==> src/include/ubec_pkg.sv <==
// Package for the endpoint 1 and endpoint 2 control and status block.
// Assumes a Wishbone classic slave with 32-bit data, 8-bit registers in the low lane.
package ubec_pkg;

  // Register byte addresses, one aligned word each.
  localparam logic [7:0] UBEC_EP1_RX_OFF = 8'h00;
  localparam logic [7:0] UBEC_EP1_TX_OFF = 8'h04;
  localparam logic [7:0] UBEC_EP2_RX_OFF = 8'h08;
  localparam logic [7:0] UBEC_EP2_TX_OFF = 8'h0C;
  localparam logic [7:0] UBEC_CTRL_OFF = 8'h10;
  localparam logic [7:0] UBEC_STAT_OFF = 8'h14;

  // Field positions inside the endpoint registers; mode is endpoint 2 receive only, force reset is in control.
  localparam int UBEC_STAT_LSB = 0;
  localparam int UBEC_STAT_MSB = 1;
  localparam int UBEC_TOGGLE_BIT = 2;
  localparam int UBEC_DONE_BIT = 3;
  localparam int UBEC_MODE_LSB = 6;
  localparam int UBEC_MODE_MSB = 7;
  localparam int UBEC_FORCE_RESET_BIT = 0;

  // Handshake status encodings.
  localparam logic [1:0] UBEC_ST_DISABLED = 2'h0;
  localparam logic [1:0] UBEC_ST_STALL = 2'h1;
  localparam logic [1:0] UBEC_ST_NAK = 2'h2;
  localparam logic [1:0] UBEC_ST_VALID = 2'h3;

  // Endpoint 2 transfer modes.
  localparam logic [1:0] UBEC_MODE_NORMAL = 2'h0;
  localparam logic [1:0] UBEC_MODE_UPLOAD = 2'h1;
  localparam logic [1:0] UBEC_MODE_DOWNLOAD = 2'h2;
  localparam logic [1:0] UBEC_MODE_UNDEF = 2'h3;

  // Values after reset.
  localparam logic [7:0] UBEC_REG_RESET = 8'h00;
  localparam logic UBEC_BIT_RESET = 1'b0;

endpackage

==> src/design/ubec_top.sv <==
// Endpoint 1 receive and transmit, endpoint 2 receive and transmit control and status.
// Assumes a transaction engine on the same clock that reports correct packets, host
// acknowledges and short packets as one-cycle pulses, and two coprocessor buffer levels.
// Engine events arrive on clk_i already, so no input synchronisers stand here.
// The byte counters and the reset interrupt enable live outside; only the event leaves.
//
// Chosen here: the Wishbone interface to the registers and the address map.

`timescale 1ns/1ps

module ubec_top (
  input wire logic clk_i,
  input wire logic rst_i,
  // Wishbone classic slave.
  input wire logic cyc_i,
  input wire logic stb_i,
  input wire logic we_i,
  input wire logic [7:0] adr_i,
  input wire logic [3:0] sel_i,
  input wire logic [31:0] dat_i,
  output logic [31:0] dat_o,
  output logic ack_o,
  // Transaction engine events, one-cycle pulses on clk_i.
  input wire logic usb_reset_i,
  input wire logic ep1_rx_ok_i,
  input wire logic ep1_rx_pid_i,
  input wire logic ep1_tx_ack_i,
  input wire logic ep2_rx_ok_i,
  input wire logic ep2_rx_pid_i,
  input wire logic ep2_rx_short_i,
  input wire logic ep2_tx_ack_i,
  input wire logic ep2_tx_short_i,
  // Coprocessor buffer levels.
  input wire logic ep2_rx_room_i,
  input wire logic ep2_tx_data_i,
  // Endpoint state toward the transaction engine.
  output logic [1:0] ep1_rx_stat_o,
  output logic ep1_rx_toggle_o,
  output logic ep1_rx_transfer_done_o,
  output logic [1:0] ep1_tx_stat_o,
  output logic ep1_tx_toggle_o,
  output logic ep1_tx_transfer_done_o,
  output logic [1:0] ep2_rx_stat_o,
  output logic ep2_rx_toggle_o,
  output logic ep2_rx_transfer_done_o,
  output logic [1:0] ep2_tx_stat_o,
  output logic ep2_tx_toggle_o,
  output logic ep2_tx_transfer_done_o,
  output logic [1:0] ep2_transfer_mode_o,
  output logic usb_if_reset_o,
  output logic usb_reset_event_o
);
  import ubec_pkg::*;

  // Endpoint 1 fields.
  logic [1:0] ep1_rx_stat_q, ep1_rx_stat_d;
  logic ep1_rx_tog_q, ep1_rx_tog_d;
  logic ep1_rx_done_q, ep1_rx_done_d;
  logic [1:0] ep1_tx_stat_q, ep1_tx_stat_d;
  logic ep1_tx_tog_q, ep1_tx_tog_d;
  logic ep1_tx_done_q, ep1_tx_done_d;
  // Endpoint 2 fields and its mode.
  logic [1:0] ep2_rx_stat_q, ep2_rx_stat_d;
  logic ep2_rx_tog_q, ep2_rx_tog_d;
  logic ep2_rx_done_q, ep2_rx_done_d;
  logic [1:0] ep2_tx_stat_q, ep2_tx_stat_d;
  logic ep2_tx_tog_q, ep2_tx_tog_d;
  logic ep2_tx_done_q, ep2_tx_done_d;
  logic [1:0] mode_q, mode_d;
  // Force reset, its release event and the bus answer.
  logic force_bus_reset_q;
  logic reset_event_q;
  logic ack_q;
  logic [31:0] dat_q;

  // Bus decode. A request is taken while ack is low; read data is captured then.
  wire bus_req = cyc_i & stb_i & ~ack_q;
  // A write commits at the edge where the master samples ack, so a cycle that is
  // dropped before the answer leaves the registers untouched.
  wire bus_commit = cyc_i & stb_i & ack_q;
  wire wr_strobe = bus_commit & we_i & sel_i[0];
  wire [7:0] wdat = dat_i[7:0];
  wire wr_ep1_rx = wr_strobe & (adr_i == UBEC_EP1_RX_OFF);
  wire wr_ep1_tx = wr_strobe & (adr_i == UBEC_EP1_TX_OFF);
  wire wr_ep2_rx = wr_strobe & (adr_i == UBEC_EP2_RX_OFF);
  wire wr_ep2_tx = wr_strobe & (adr_i == UBEC_EP2_TX_OFF);
  wire wr_ctrl = wr_strobe & (adr_i == UBEC_CTRL_OFF);

  // Mode value 11 falls through to normal since only 01 and 10 are compared.
  wire mode_upload = (mode_q == UBEC_MODE_UPLOAD);
  wire mode_download = (mode_q == UBEC_MODE_DOWNLOAD);
  // Only one direction can be hardware managed at a time, as the field holds one mode.

  // Received and forced bus resets act alike on the endpoint fields.
  wire bus_reset = usb_reset_i | force_bus_reset_q;
  // The force bit keeps the reset applied for as long as software leaves it set.

  // A repeated packet with the stale PID is not a new transfer.
  wire ep1_rx_good = ep1_rx_ok_i & (ep1_rx_pid_i == ep1_rx_tog_q);
  wire ep2_rx_good = ep2_rx_ok_i & (ep2_rx_pid_i == ep2_rx_tog_q);

  // A short packet ends the hardware-managed burst in either direction.
  wire dl_end = mode_download & ep2_rx_good & ep2_rx_short_i;
  wire ul_end = mode_upload & ep2_tx_ack_i & ep2_tx_short_i;
  wire dl_mid = mode_download & ep2_rx_good & ~ep2_rx_short_i;
  wire ul_mid = mode_upload & ep2_tx_ack_i & ~ep2_tx_short_i;

  // Hardware re-arms the endpoint once the coprocessor buffer is ready.
  wire dl_rearm = mode_download & (ep2_rx_stat_q == UBEC_ST_NAK) & ep2_rx_room_i;
  wire ul_rearm = mode_upload & (ep2_tx_stat_q == UBEC_ST_NAK) & ep2_tx_data_i;
  // Re-arming ignores the byte counters: the buffer levels alone decide readiness.

  // Read values; reserved bits are tied to zero here.
  wire [7:0] rd_ep1_rx = {4'h0, ep1_rx_done_q, ep1_rx_tog_q, ep1_rx_stat_q};
  wire [7:0] rd_ep1_tx = {4'h0, ep1_tx_done_q, ep1_tx_tog_q, ep1_tx_stat_q};
  wire [7:0] rd_ep2_rx = {mode_q, 2'h0, ep2_rx_done_q, ep2_rx_tog_q, ep2_rx_stat_q};
  wire [7:0] rd_ep2_tx = {4'h0, ep2_tx_done_q, ep2_tx_tog_q, ep2_tx_stat_q};
  wire [7:0] rd_ctrl = {7'h00, force_bus_reset_q};
  wire [7:0] rd_stat = {6'h00, ep2_tx_data_i, ep2_rx_room_i};
  // Unmapped addresses read zero; writes to them match no strobe and are dropped.
  wire [7:0] rd_mux =
    (adr_i == UBEC_EP1_RX_OFF) ? rd_ep1_rx :
    (adr_i == UBEC_EP1_TX_OFF) ? rd_ep1_tx :
    (adr_i == UBEC_EP2_RX_OFF) ? rd_ep2_rx :
    (adr_i == UBEC_EP2_TX_OFF) ? rd_ep2_tx :
    (adr_i == UBEC_CTRL_OFF) ? rd_ctrl :
    (adr_i == UBEC_STAT_OFF) ? rd_stat : 8'h00;

  // Each endpoint applies, in this order: software write, hardware event, bus reset.
  // The later assignment wins, so a hardware set beats a same-cycle clear by software
  // and a bus reset beats both on the toggle and status bits.
  // Endpoint 1 receive.
  always_comb begin
    ep1_rx_stat_d = ep1_rx_stat_q;
    ep1_rx_tog_d = ep1_rx_tog_q;
    ep1_rx_done_d = ep1_rx_done_q;
    if (wr_ep1_rx) begin
      ep1_rx_stat_d = wdat[UBEC_STAT_MSB:UBEC_STAT_LSB];
      ep1_rx_tog_d = wdat[UBEC_TOGGLE_BIT];
      ep1_rx_done_d = wdat[UBEC_DONE_BIT];
    end
    // The hardware event is applied after the write so a set is never lost.
    if (ep1_rx_good) begin
      ep1_rx_done_d = 1'b1;
      ep1_rx_tog_d = ~ep1_rx_tog_q;
      ep1_rx_stat_d = UBEC_ST_NAK;
    end
    // Bus reset leaves the done flag alone so a pending event is not lost.
    if (bus_reset) begin
      ep1_rx_stat_d = UBEC_ST_DISABLED;
      ep1_rx_tog_d = UBEC_BIT_RESET;
    end
  end

  // Endpoint 1 transmit.
  always_comb begin
    ep1_tx_stat_d = ep1_tx_stat_q;
    ep1_tx_tog_d = ep1_tx_tog_q;
    ep1_tx_done_d = ep1_tx_done_q;
    if (wr_ep1_tx) begin
      ep1_tx_stat_d = wdat[UBEC_STAT_MSB:UBEC_STAT_LSB];
      ep1_tx_tog_d = wdat[UBEC_TOGGLE_BIT];
      ep1_tx_done_d = wdat[UBEC_DONE_BIT];
    end
    // A host acknowledge beats a same-cycle write, as on the receive side.
    if (ep1_tx_ack_i) begin
      ep1_tx_done_d = 1'b1;
      ep1_tx_tog_d = ~ep1_tx_tog_q;
      ep1_tx_stat_d = UBEC_ST_NAK;
    end
    if (bus_reset) begin
      ep1_tx_stat_d = UBEC_ST_DISABLED;
      ep1_tx_tog_d = UBEC_BIT_RESET;
    end
  end

  // Endpoint 2 receive and the mode field.
  always_comb begin
    ep2_rx_stat_d = ep2_rx_stat_q;
    ep2_rx_tog_d = ep2_rx_tog_q;
    ep2_rx_done_d = ep2_rx_done_q;
    mode_d = mode_q;
    if (wr_ep2_rx) begin
      mode_d = wdat[UBEC_MODE_MSB:UBEC_MODE_LSB];
      ep2_rx_tog_d = wdat[UBEC_TOGGLE_BIT];
      ep2_rx_done_d = wdat[UBEC_DONE_BIT];
      // Status is write protected while download owns it.
      if (!mode_download) begin
        ep2_rx_stat_d = wdat[UBEC_STAT_MSB:UBEC_STAT_LSB];
      end
    end
    if (ep2_rx_good) begin
      ep2_rx_tog_d = ~ep2_rx_tog_q;
      ep2_rx_stat_d = UBEC_ST_NAK;
      // Full packets in download mode raise no done flag.
      if (!dl_mid) begin
        ep2_rx_done_d = 1'b1;
      end
    end else if (dl_rearm) begin
      // Re-arming waits one cycle after the packet, so the NAK is seen first.
      ep2_rx_stat_d = UBEC_ST_VALID;
    end
    if (dl_end || ul_end) begin
      mode_d = UBEC_MODE_NORMAL;
    end
    // Mode and done flags survive a bus reset; only bits 2:0 are cleared.
    if (bus_reset) begin
      ep2_rx_stat_d = UBEC_ST_DISABLED;
      ep2_rx_tog_d = UBEC_BIT_RESET;
    end
  end

  // Endpoint 2 transmit.
  always_comb begin
    ep2_tx_stat_d = ep2_tx_stat_q;
    ep2_tx_tog_d = ep2_tx_tog_q;
    ep2_tx_done_d = ep2_tx_done_q;
    if (wr_ep2_tx) begin
      ep2_tx_tog_d = wdat[UBEC_TOGGLE_BIT];
      ep2_tx_done_d = wdat[UBEC_DONE_BIT];
      if (!mode_upload) begin
        ep2_tx_stat_d = wdat[UBEC_STAT_MSB:UBEC_STAT_LSB];
      end
    end
    if (ep2_tx_ack_i) begin
      ep2_tx_tog_d = ~ep2_tx_tog_q;
      ep2_tx_stat_d = UBEC_ST_NAK;
      // Full packets in upload mode raise no done flag; the burst runs unattended.
      if (!ul_mid) begin
        ep2_tx_done_d = 1'b1;
      end
    end else if (ul_rearm) begin
      // The coprocessor must hold a whole packet before the endpoint offers it again.
      ep2_tx_stat_d = UBEC_ST_VALID;
    end
    if (bus_reset) begin
      ep2_tx_stat_d = UBEC_ST_DISABLED;
      ep2_tx_tog_d = UBEC_BIT_RESET;
    end
  end

  // Endpoint 1 receive register.
  always_ff @(posedge clk_i or posedge rst_i) begin
    if (rst_i) begin
      ep1_rx_stat_q <= UBEC_ST_DISABLED;
      ep1_rx_tog_q <= UBEC_BIT_RESET;
      ep1_rx_done_q <= UBEC_BIT_RESET;
    end else begin
      ep1_rx_stat_q <= ep1_rx_stat_d;
      ep1_rx_tog_q <= ep1_rx_tog_d;
      ep1_rx_done_q <= ep1_rx_done_d;
    end
  end

  // Endpoint 1 transmit register.
  always_ff @(posedge clk_i or posedge rst_i) begin
    if (rst_i) begin
      ep1_tx_stat_q <= UBEC_ST_DISABLED;
      ep1_tx_tog_q <= UBEC_BIT_RESET;
      ep1_tx_done_q <= UBEC_BIT_RESET;
    end else begin
      ep1_tx_stat_q <= ep1_tx_stat_d;
      ep1_tx_tog_q <= ep1_tx_tog_d;
      ep1_tx_done_q <= ep1_tx_done_d;
    end
  end

  // Endpoint 2 receive register and the mode field.
  always_ff @(posedge clk_i or posedge rst_i) begin
    if (rst_i) begin
      ep2_rx_stat_q <= UBEC_ST_DISABLED;
      ep2_rx_tog_q <= UBEC_BIT_RESET;
      ep2_rx_done_q <= UBEC_BIT_RESET;
      mode_q <= UBEC_MODE_NORMAL;
    end else begin
      ep2_rx_stat_q <= ep2_rx_stat_d;
      ep2_rx_tog_q <= ep2_rx_tog_d;
      ep2_rx_done_q <= ep2_rx_done_d;
      mode_q <= mode_d;
    end
  end

  // Endpoint 2 transmit register.
  always_ff @(posedge clk_i or posedge rst_i) begin
    if (rst_i) begin
      ep2_tx_stat_q <= UBEC_ST_DISABLED;
      ep2_tx_tog_q <= UBEC_BIT_RESET;
      ep2_tx_done_q <= UBEC_BIT_RESET;
    end else begin
      ep2_tx_stat_q <= ep2_tx_stat_d;
      ep2_tx_tog_q <= ep2_tx_tog_d;
      ep2_tx_done_q <= ep2_tx_done_d;
    end
  end

  // Force reset follows software alone; bus resets do not clear it.
  always_ff @(posedge clk_i or posedge rst_i) begin
    if (rst_i) begin
      force_bus_reset_q <= UBEC_BIT_RESET;
    end else if (wr_ctrl) begin
      force_bus_reset_q <= wdat[UBEC_FORCE_RESET_BIT];
    end
  end

  // The release event is one pulse at the edge that clears the force bit.
  always_ff @(posedge clk_i or posedge rst_i) begin
    if (rst_i) begin
      reset_event_q <= UBEC_BIT_RESET;
    end else begin
      reset_event_q <= wr_ctrl & force_bus_reset_q & ~wdat[UBEC_FORCE_RESET_BIT];
    end
  end

  // Bus answer: ack rises the cycle after a request is taken and drops one cycle later.
  always_ff @(posedge clk_i or posedge rst_i) begin
    if (rst_i) begin
      ack_q <= UBEC_BIT_RESET;
    end else begin
      ack_q <= bus_req;
    end
  end

  // Read data holds until the next access, so the master may take it at the ack edge.
  always_ff @(posedge clk_i or posedge rst_i) begin
    if (rst_i) begin
      dat_q <= {24'h00_0000, UBEC_REG_RESET};
    end else if (bus_req) begin
      dat_q <= {24'h00_0000, rd_mux};
    end
  end

  // Every output is a plain copy of a register; nothing combinational leaves.
  assign ack_o = ack_q;
  assign dat_o = dat_q;
  assign ep1_rx_stat_o = ep1_rx_stat_q;
  assign ep1_rx_toggle_o = ep1_rx_tog_q;
  assign ep1_rx_transfer_done_o = ep1_rx_done_q;
  assign ep1_tx_stat_o = ep1_tx_stat_q;
  assign ep1_tx_toggle_o = ep1_tx_tog_q;
  assign ep1_tx_transfer_done_o = ep1_tx_done_q;
  assign ep2_rx_stat_o = ep2_rx_stat_q;
  assign ep2_rx_toggle_o = ep2_rx_tog_q;
  assign ep2_rx_transfer_done_o = ep2_rx_done_q;
  assign ep2_tx_stat_o = ep2_tx_stat_q;
  assign ep2_tx_toggle_o = ep2_tx_tog_q;
  assign ep2_tx_transfer_done_o = ep2_tx_done_q;
  assign ep2_transfer_mode_o = mode_q;
  assign usb_if_reset_o = force_bus_reset_q;
  assign usb_reset_event_o = reset_event_q;

endmodule // ubec_top

==> config.mk <==
export PLATFORM = sky130hd
export DESIGN_NAME = ubec_top
export DESIGN_NICKNAME = d
export VERILOG_FILES = /design/src/include/ubec_pkg.sv /design/src/design/ubec_top.sv
export SDC_FILE = /design/constraint.sdc
export NUM_CORES = 1
export LEC_CHECK = 0
export ABC_AREA = 1
export BUFFER_PORTS_ARGS = -buffer_cell sky130_fd_sc_hd__buf_2
export CORE_MARGIN = 2
export CORE_UTILIZATION = 44
export DETAILED_ROUTE_END_ITERATION = 10
export PLACE_DENSITY = 0.81
export SLEW_MARGIN = 30
export SYNTH_ARGS = -nofsm -noshare
export SYNTH_HDL_FRONTEND = slang
export SYNTH_SLANG_ARGS = --single-unit
==> constraint.sdc <==
create_clock -name clk_i -period 1.9 [get_ports clk_i]
set_clock_uncertainty 0.2 [all_clocks]
set_input_delay 0.095 -clock clk_i [delete_from_list [all_inputs] [get_ports clk_i]]
set_output_delay 0.095 -clock clk_i [all_outputs]
set_load 0.1 [all_outputs]
; Word level (Yosys, flattened, before mapping)
; Index checks and enable logic that the tools add are counted.
[totals]
regBits = 29
latch_bits = 0
ram_bits = 0
romBits = 0
input_bits = 60
out_inout_bits = 53
wordCells = 122
n_memories = 0
[classes]
n_addsub = 0
multipliers = 0
div_mod_pow = 0
magnitude_cmp = 0
eq_ne = 13
shift = 0
n_mux = 46
n_bitwise = 33
reduce_logical = 13
[op_table]
columns = operator, n
row1 = 2-bit two-way mux, 20
row2 = 1-bit AND, 24
row3 = 8-bit two-way mux, 3
row4 = 1-bit two-way mux, 22
row5 = 8-bit by 4-bit equality test with 1-bit output (second input constant), 2
row6 = 8-bit by 5-bit equality test with 1-bit output (second input constant), 2
row7 = 3-bit nonzero test, 4
row8 = 8-bit by 3-bit equality test with 1-bit output (second input constant), 1
row9 = 8-bit zero test, 1
row10 = 1-bit inverter, 8
row11 = 4-bit nonzero test, 2
row12 = 2-bit equality test (second input constant), 3
row13 = 2-bit nonzero test, 3
row14 = 4-bit two-way mux, 1
row15 = 4-bit by 1-bit != test with 1-bit output (second input constant), 1
row16 = 4-bit by 2-bit != test with 1-bit output (second input constant), 1
row17 = 2-bit AND reduction, 2
row18 = 1-bit equality test, 2
row19 = 2-bit by 1-bit equality test with 1-bit output (second input constant), 1
row20 = 1-bit logical OR, 1
row21 = 1-bit OR, 1

; Logic depth before layout (Yosys ltp)
[depth]
depth_word = 9
ltp_mapped = 10

; Worst setup path after synthesis
; OpenSTA, ideal clock, no wires.
[synth_timing]
path_type = register to register
start = register ack_q (netlist: ack_o)
end = register ep2_rx_stat_q[1] (netlist: ep2_rx_stat_o[1])
setup_time_ns = 0.120
arrival_ns = 1.784
required_ns = 1.580
slack_ns = -0.204
path_stages_with_launch = 10
period_less_slack_ns = 2.104
path_cell_list = dfrtp_1 -> nand3_1 -> nor2_2 -> inv_4 -> nor2_8 -> nand2_4 -> nand2_4 -> inv_2 -> nand2_1 -> nand2_1
[synth_via]
elab_chain_cells = 6
[synth_rtl]
columns = item, line
row1 = "start, declared", ubec_top.sv:73  ; logic ack_q;
row2 = "start signal, assigned", ubec_top.sv:319  ; ack_q <= bus_req;
row3 = 1-bit AND, ubec_top.sv:80  ; wire bus_commit = cyc_i & stb_i & ack_q;
row4 = 1-bit AND (2 in a row), ubec_top.sv:81  ; wire wr_strobe = bus_commit & we_i & sel_i[0];
row5 = 1-bit AND, ubec_top.sv:85  ; wire wr_ep2_rx = wr_strobe & (adr_i == UBEC_EP2_RX_OFF);
row6 = 4-bit nonzero test (no line), n/a
row7 = 2-bit AND reduction (no line), n/a
row8 = "end signal, assigned", ubec_top.sv:276  ; ep2_rx_stat_q <= ep2_rx_stat_d;
row9 = "end, declared", ubec_top.sv:63  ; logic [1:0] ep2_rx_stat_q, ep2_rx_stat_d;
; No other way between the ends.
; A chain may end at the register's enable or synchronous reset.

; Worst setup path in the final report
[layout_timing]
start = register mode_q[1] (netlist: ep2_transfer_mode_o[1])
end = register ep2_tx_done_q (netlist: ep2_tx_transfer_done_o)
[layout_via]
elab_chain_cells = 5
[layout_rtl]
columns = item, line
row1 = "start, declared", ubec_top.sv:69  ; logic [1:0] mode_q, mode_d;
row2 = "start signal, assigned", ubec_top.sv:279  ; mode_q <= mode_d;
row3 = 2-bit by 1-bit equality test with 1-bit output, ubec_top.sv:90  ; wire mode_upload = (mode_q == UBEC_MODE_UPLOAD);
row4 = 1-bit AND (2 in a row), ubec_top.sv:106  ; wire ul_mid = mode_upload & ep2_tx_ack_i & ~ep2_tx_short_i;
row5 = 1-bit two-way mux, ubec_top.sv:229  ; if (!ul_mid) begin
row6 = 1-bit two-way mux, ubec_top.sv:225  ; if (ep2_tx_ack_i) begin
row7 = named net ep2_tx_done_d, ubec_top.sv:68  ; logic ep2_tx_done_q, ep2_tx_done_d;
row8 = "end signal, assigned", ubec_top.sv:292  ; ep2_tx_done_q <= ep2_tx_done_d;
row9 = "end, declared", ubec_top.sv:68
; The timed path passes the listed nets, and every way through them passes these cells.

==> results.toml <==
[cts]
cts_root_buf = "clkbuf_8"
worstSkewPairLatency_ns = 0.27
post-cts-setup-buffer-count = 0
cts.htree.levels = 1
cts_sinks = 27
cts_tree = "built"
clk_pin_slew_ns = 0.09
cts_buffers = 3
clockBufferDepth = 2

[sta]
layout_min_cycle_time_ns = 1.78
hold_viol_final = 0
setup_tns_ns = 0
rsz0062_at_grt = "no"
slew_viol_final = 0
period_share_pct = 93.7
report.final.setup_viol = 0
hold_slack_ns = 0.0291
clock.fmax_mhz = 562

[floorplanning]
start_util_pct = 46.6
rows = 23
coreArea_um2 = 4090
fp.dieArea_um2 = 4870
die_w_um = 69.8
die_h_um = 69.8
pin_count = 113

[setup_path]
rrSetupSlack_ns = 0.12
start_kind = "register"
required_ns = 1.85
end_kind = "register"
path_class = "reg -> reg"
crit_arrival_ns = 1.73
path_max_fanout = 4

[cells_and_area]
drive_gt1_share_pct = 32.2
fillCellCount = 402
syn_to_final_growth_pct = 23.1
final_nets = 384
fin_cells = 373
final_cell_area_um2 = 2340
n_antenna_cell = 0

[power_and_ir_drop]
power.density_nw_per_um2 = 676
ir_drop_mv = 0.339
power_w = 0.00158
p_leak_nw = 1.35

[synthesis]
ys_types = 30
synthTopCellsByArea = "dfrtp_1, buf_4, nand2_1"
yosys.area.top_type_share_pct = 35.5
synth_edf_count = 0
synth_common_cells = "nand2_1, inv_1, dfrtp_1"
ys_warn_count = 0
ys.flop_type = "dfrtp_1"
synthArstFlopShare_pct = 100
syn_avg_cell_area_um2 = 7.65
yosysTopAreaCell = "dfrtp_1"
ys_seq_area_share_pct = 35.5
synth.most_common_cell = "nand2_1"
ys_seq_elements = 27
synth_cells = 249
synthesis.area_um2 = 1900

[place]
hpwlAfterDp_um = 3440
io_buffer_count = 57
gp_congestion = 0.852
place_area_um2 = 2170
dp.cells = 356

[global_route]
grt_overflow = 0
top_usage_layer = "met2"
grt_pass1_wl_um = 7370
gr-usage-met2_pct = 31.7
grt_antenna_before_repair = 0
grt_use_met3_pct = 3.49
grtUsageMet1_pct = 24.9
globalRouteTotalUtil_pct = 18.5
grt_max_degree = 28
grt_pass1_vias = 1617

[detailed_routing]
dr.pass1.iters = 4
detail-route-antenna-nets = 0
vias = 1785
drc = 0
viasPerCell = 4.79
drt-total-wl_um = 4470
wl_per_cell_um = 12.0
drt-initial-drc-count = 92

[flow_run]
drv_cap = 0

[min_path]
hold_class = "in -> reg"

[outcome]
status = "completed"
==> report_power, final <==
part           internal (W)  switching [W]
clock              0.000150       0.000170
combinational      0.000100       0.000541
sequential         0.000600      0.0000231
==> area by class of cell <==
cell class / instances / area [um2] / area share [%]
flip-flops and latches: 27 / 682 / 29.1
well taps: 50 / 62.6 / 2.67
inverters: 38 / 145 / 6.19
clock buffers: 4 / 45.0 / 1.92
repair buffers: 72 / 430 / 18.4
multi-input cells: 182 / 980 / 41.8
==> worst max-delay path: stages (launching register included) <==
cell           delay, ns
dfrtp_2             0.43
nor2_2              0.17
inv_2               0.08
o21ai_0             0.14
dlygate4sd3_1       0.56
nand3_1             0.08
==> metrics by stage <==
stage / util [%] / setup WS (ns)
after floorplan: - / 0.000371
after global placement: 53.0 / 0.433
after detailed placement: 53.0 / 0.372
after CTS: 57.3 / 0.0508
after global routing: 57.4 / 0.0161
final: 57.4 / 0.120
==> path summary, 6_finish.rpt <==
path                            cells after the start                                from                                to
worst max-delay path                                5  ep2_transfer_mode_o[1]$_DFFE_PP0P_  ep2_tx_transfer_done_o$_DFF_PP0_
worst min-delay path                                4                         ep2_rx_ok_i       ep2_rx_toggle_o$_DFFE_PP0P_
worst max register to register                      5  ep2_transfer_mode_o[1]$_DFFE_PP0P_  ep2_tx_transfer_done_o$_DFF_PP0_
worst min register to register                      2                dat_o[0]$_DFFE_PP0P_              dat_o[0]$_DFFE_PP0P_
max in group asynchronous                           4                               rst_i       ep1_rx_toggle_o$_DFFE_PP0P_
min in group asynchronous                           4                               rst_i                   ack_o$_DFF_PP0_
==> layout by cell type (no fill, tap or decap) <==
| cell | n |
|---|---|
| nand2_2 | 1 |
| o21ai_1 | 13 |
| nor3_2 | 1 |
| nor2_8 | 3 |
| o211ai_1 | 4 |
| nor3b_1 | 1 |
| o21ai_4 | 1 |
| nand4_1 | 4 |
| nand3_1 | 25 |
| buf_4 | 2 |
| clkbuf_1 | 1 |
| a21oi_1 | 3 |
| nor2_1 | 18 |
| conb_1 | 26 |
| inv_2 | 10 |
| o31ai_1 | 2 |
| o21ai_2 | 1 |
| nand2_1 | 45 |
| buf_2 | 57 |
| dfrtp_2 | 5 |
| o21a_1 | 1 |
| nor2_2 | 7 |
| nor2_4 | 1 |
| inv_4 | 1 |
| clkbuf_8 | 3 |
| nand3b_1 | 1 |
| nand2_4 | 9 |
| o21ai_0 | 11 |
| a31oi_1 | 2 |
| o211ai_2 | 1 |
| nand3_2 | 1 |
| inv_1 | 27 |
| dfrtp_1 | 22 |
| dlygate4sd3_1 | 13 |
==> repair_timing <==
action                                  4_1_cts  5_1_grt
hold buffers                                 13        0
endpoints found under the setup margin        0        1
endpoints found under the hold margin        40        0
resized for setup                             0        2
==> state kept, by name, summed over array words and instances, names as in the netlist, 2 cells and up <==
register and cells:
ep1_rx_stat_o 2, ep1_tx_stat_o 2, dat_o 6, ep2_tx_stat_o 2, ep2_rx_stat_o 2, ep2_transfer_mode_o 2
==> cells by family after synthesis <==
| family | Yosys count | share of synthesized area, % |
|---|---|---|
| and+or+nand+nor | 117 | 33.7 |
| AOI/OAI and AO/OA | 39 | 12.5 |
| other | 1 | 0.197 |
| buffers and inverters | 65 | 18.1 |
| DFF | 27 | 35.5 |
==> metal layers <==
| layer | up-vias | routed length, um | part of all wire (%) |
|---|---|---|---|
| met5 | - | 0 | 0 |
| met3 | 5 | 351 | 7.9 |
| met1 | 812 | 1920 | 43 |
| met2 | 73 | 2180 | 49 |
| met4 | 0 | 17 | 0.38 |
| li1 | 895 | - | - |
No activity file was read; power rests on OpenSTA's default activity.
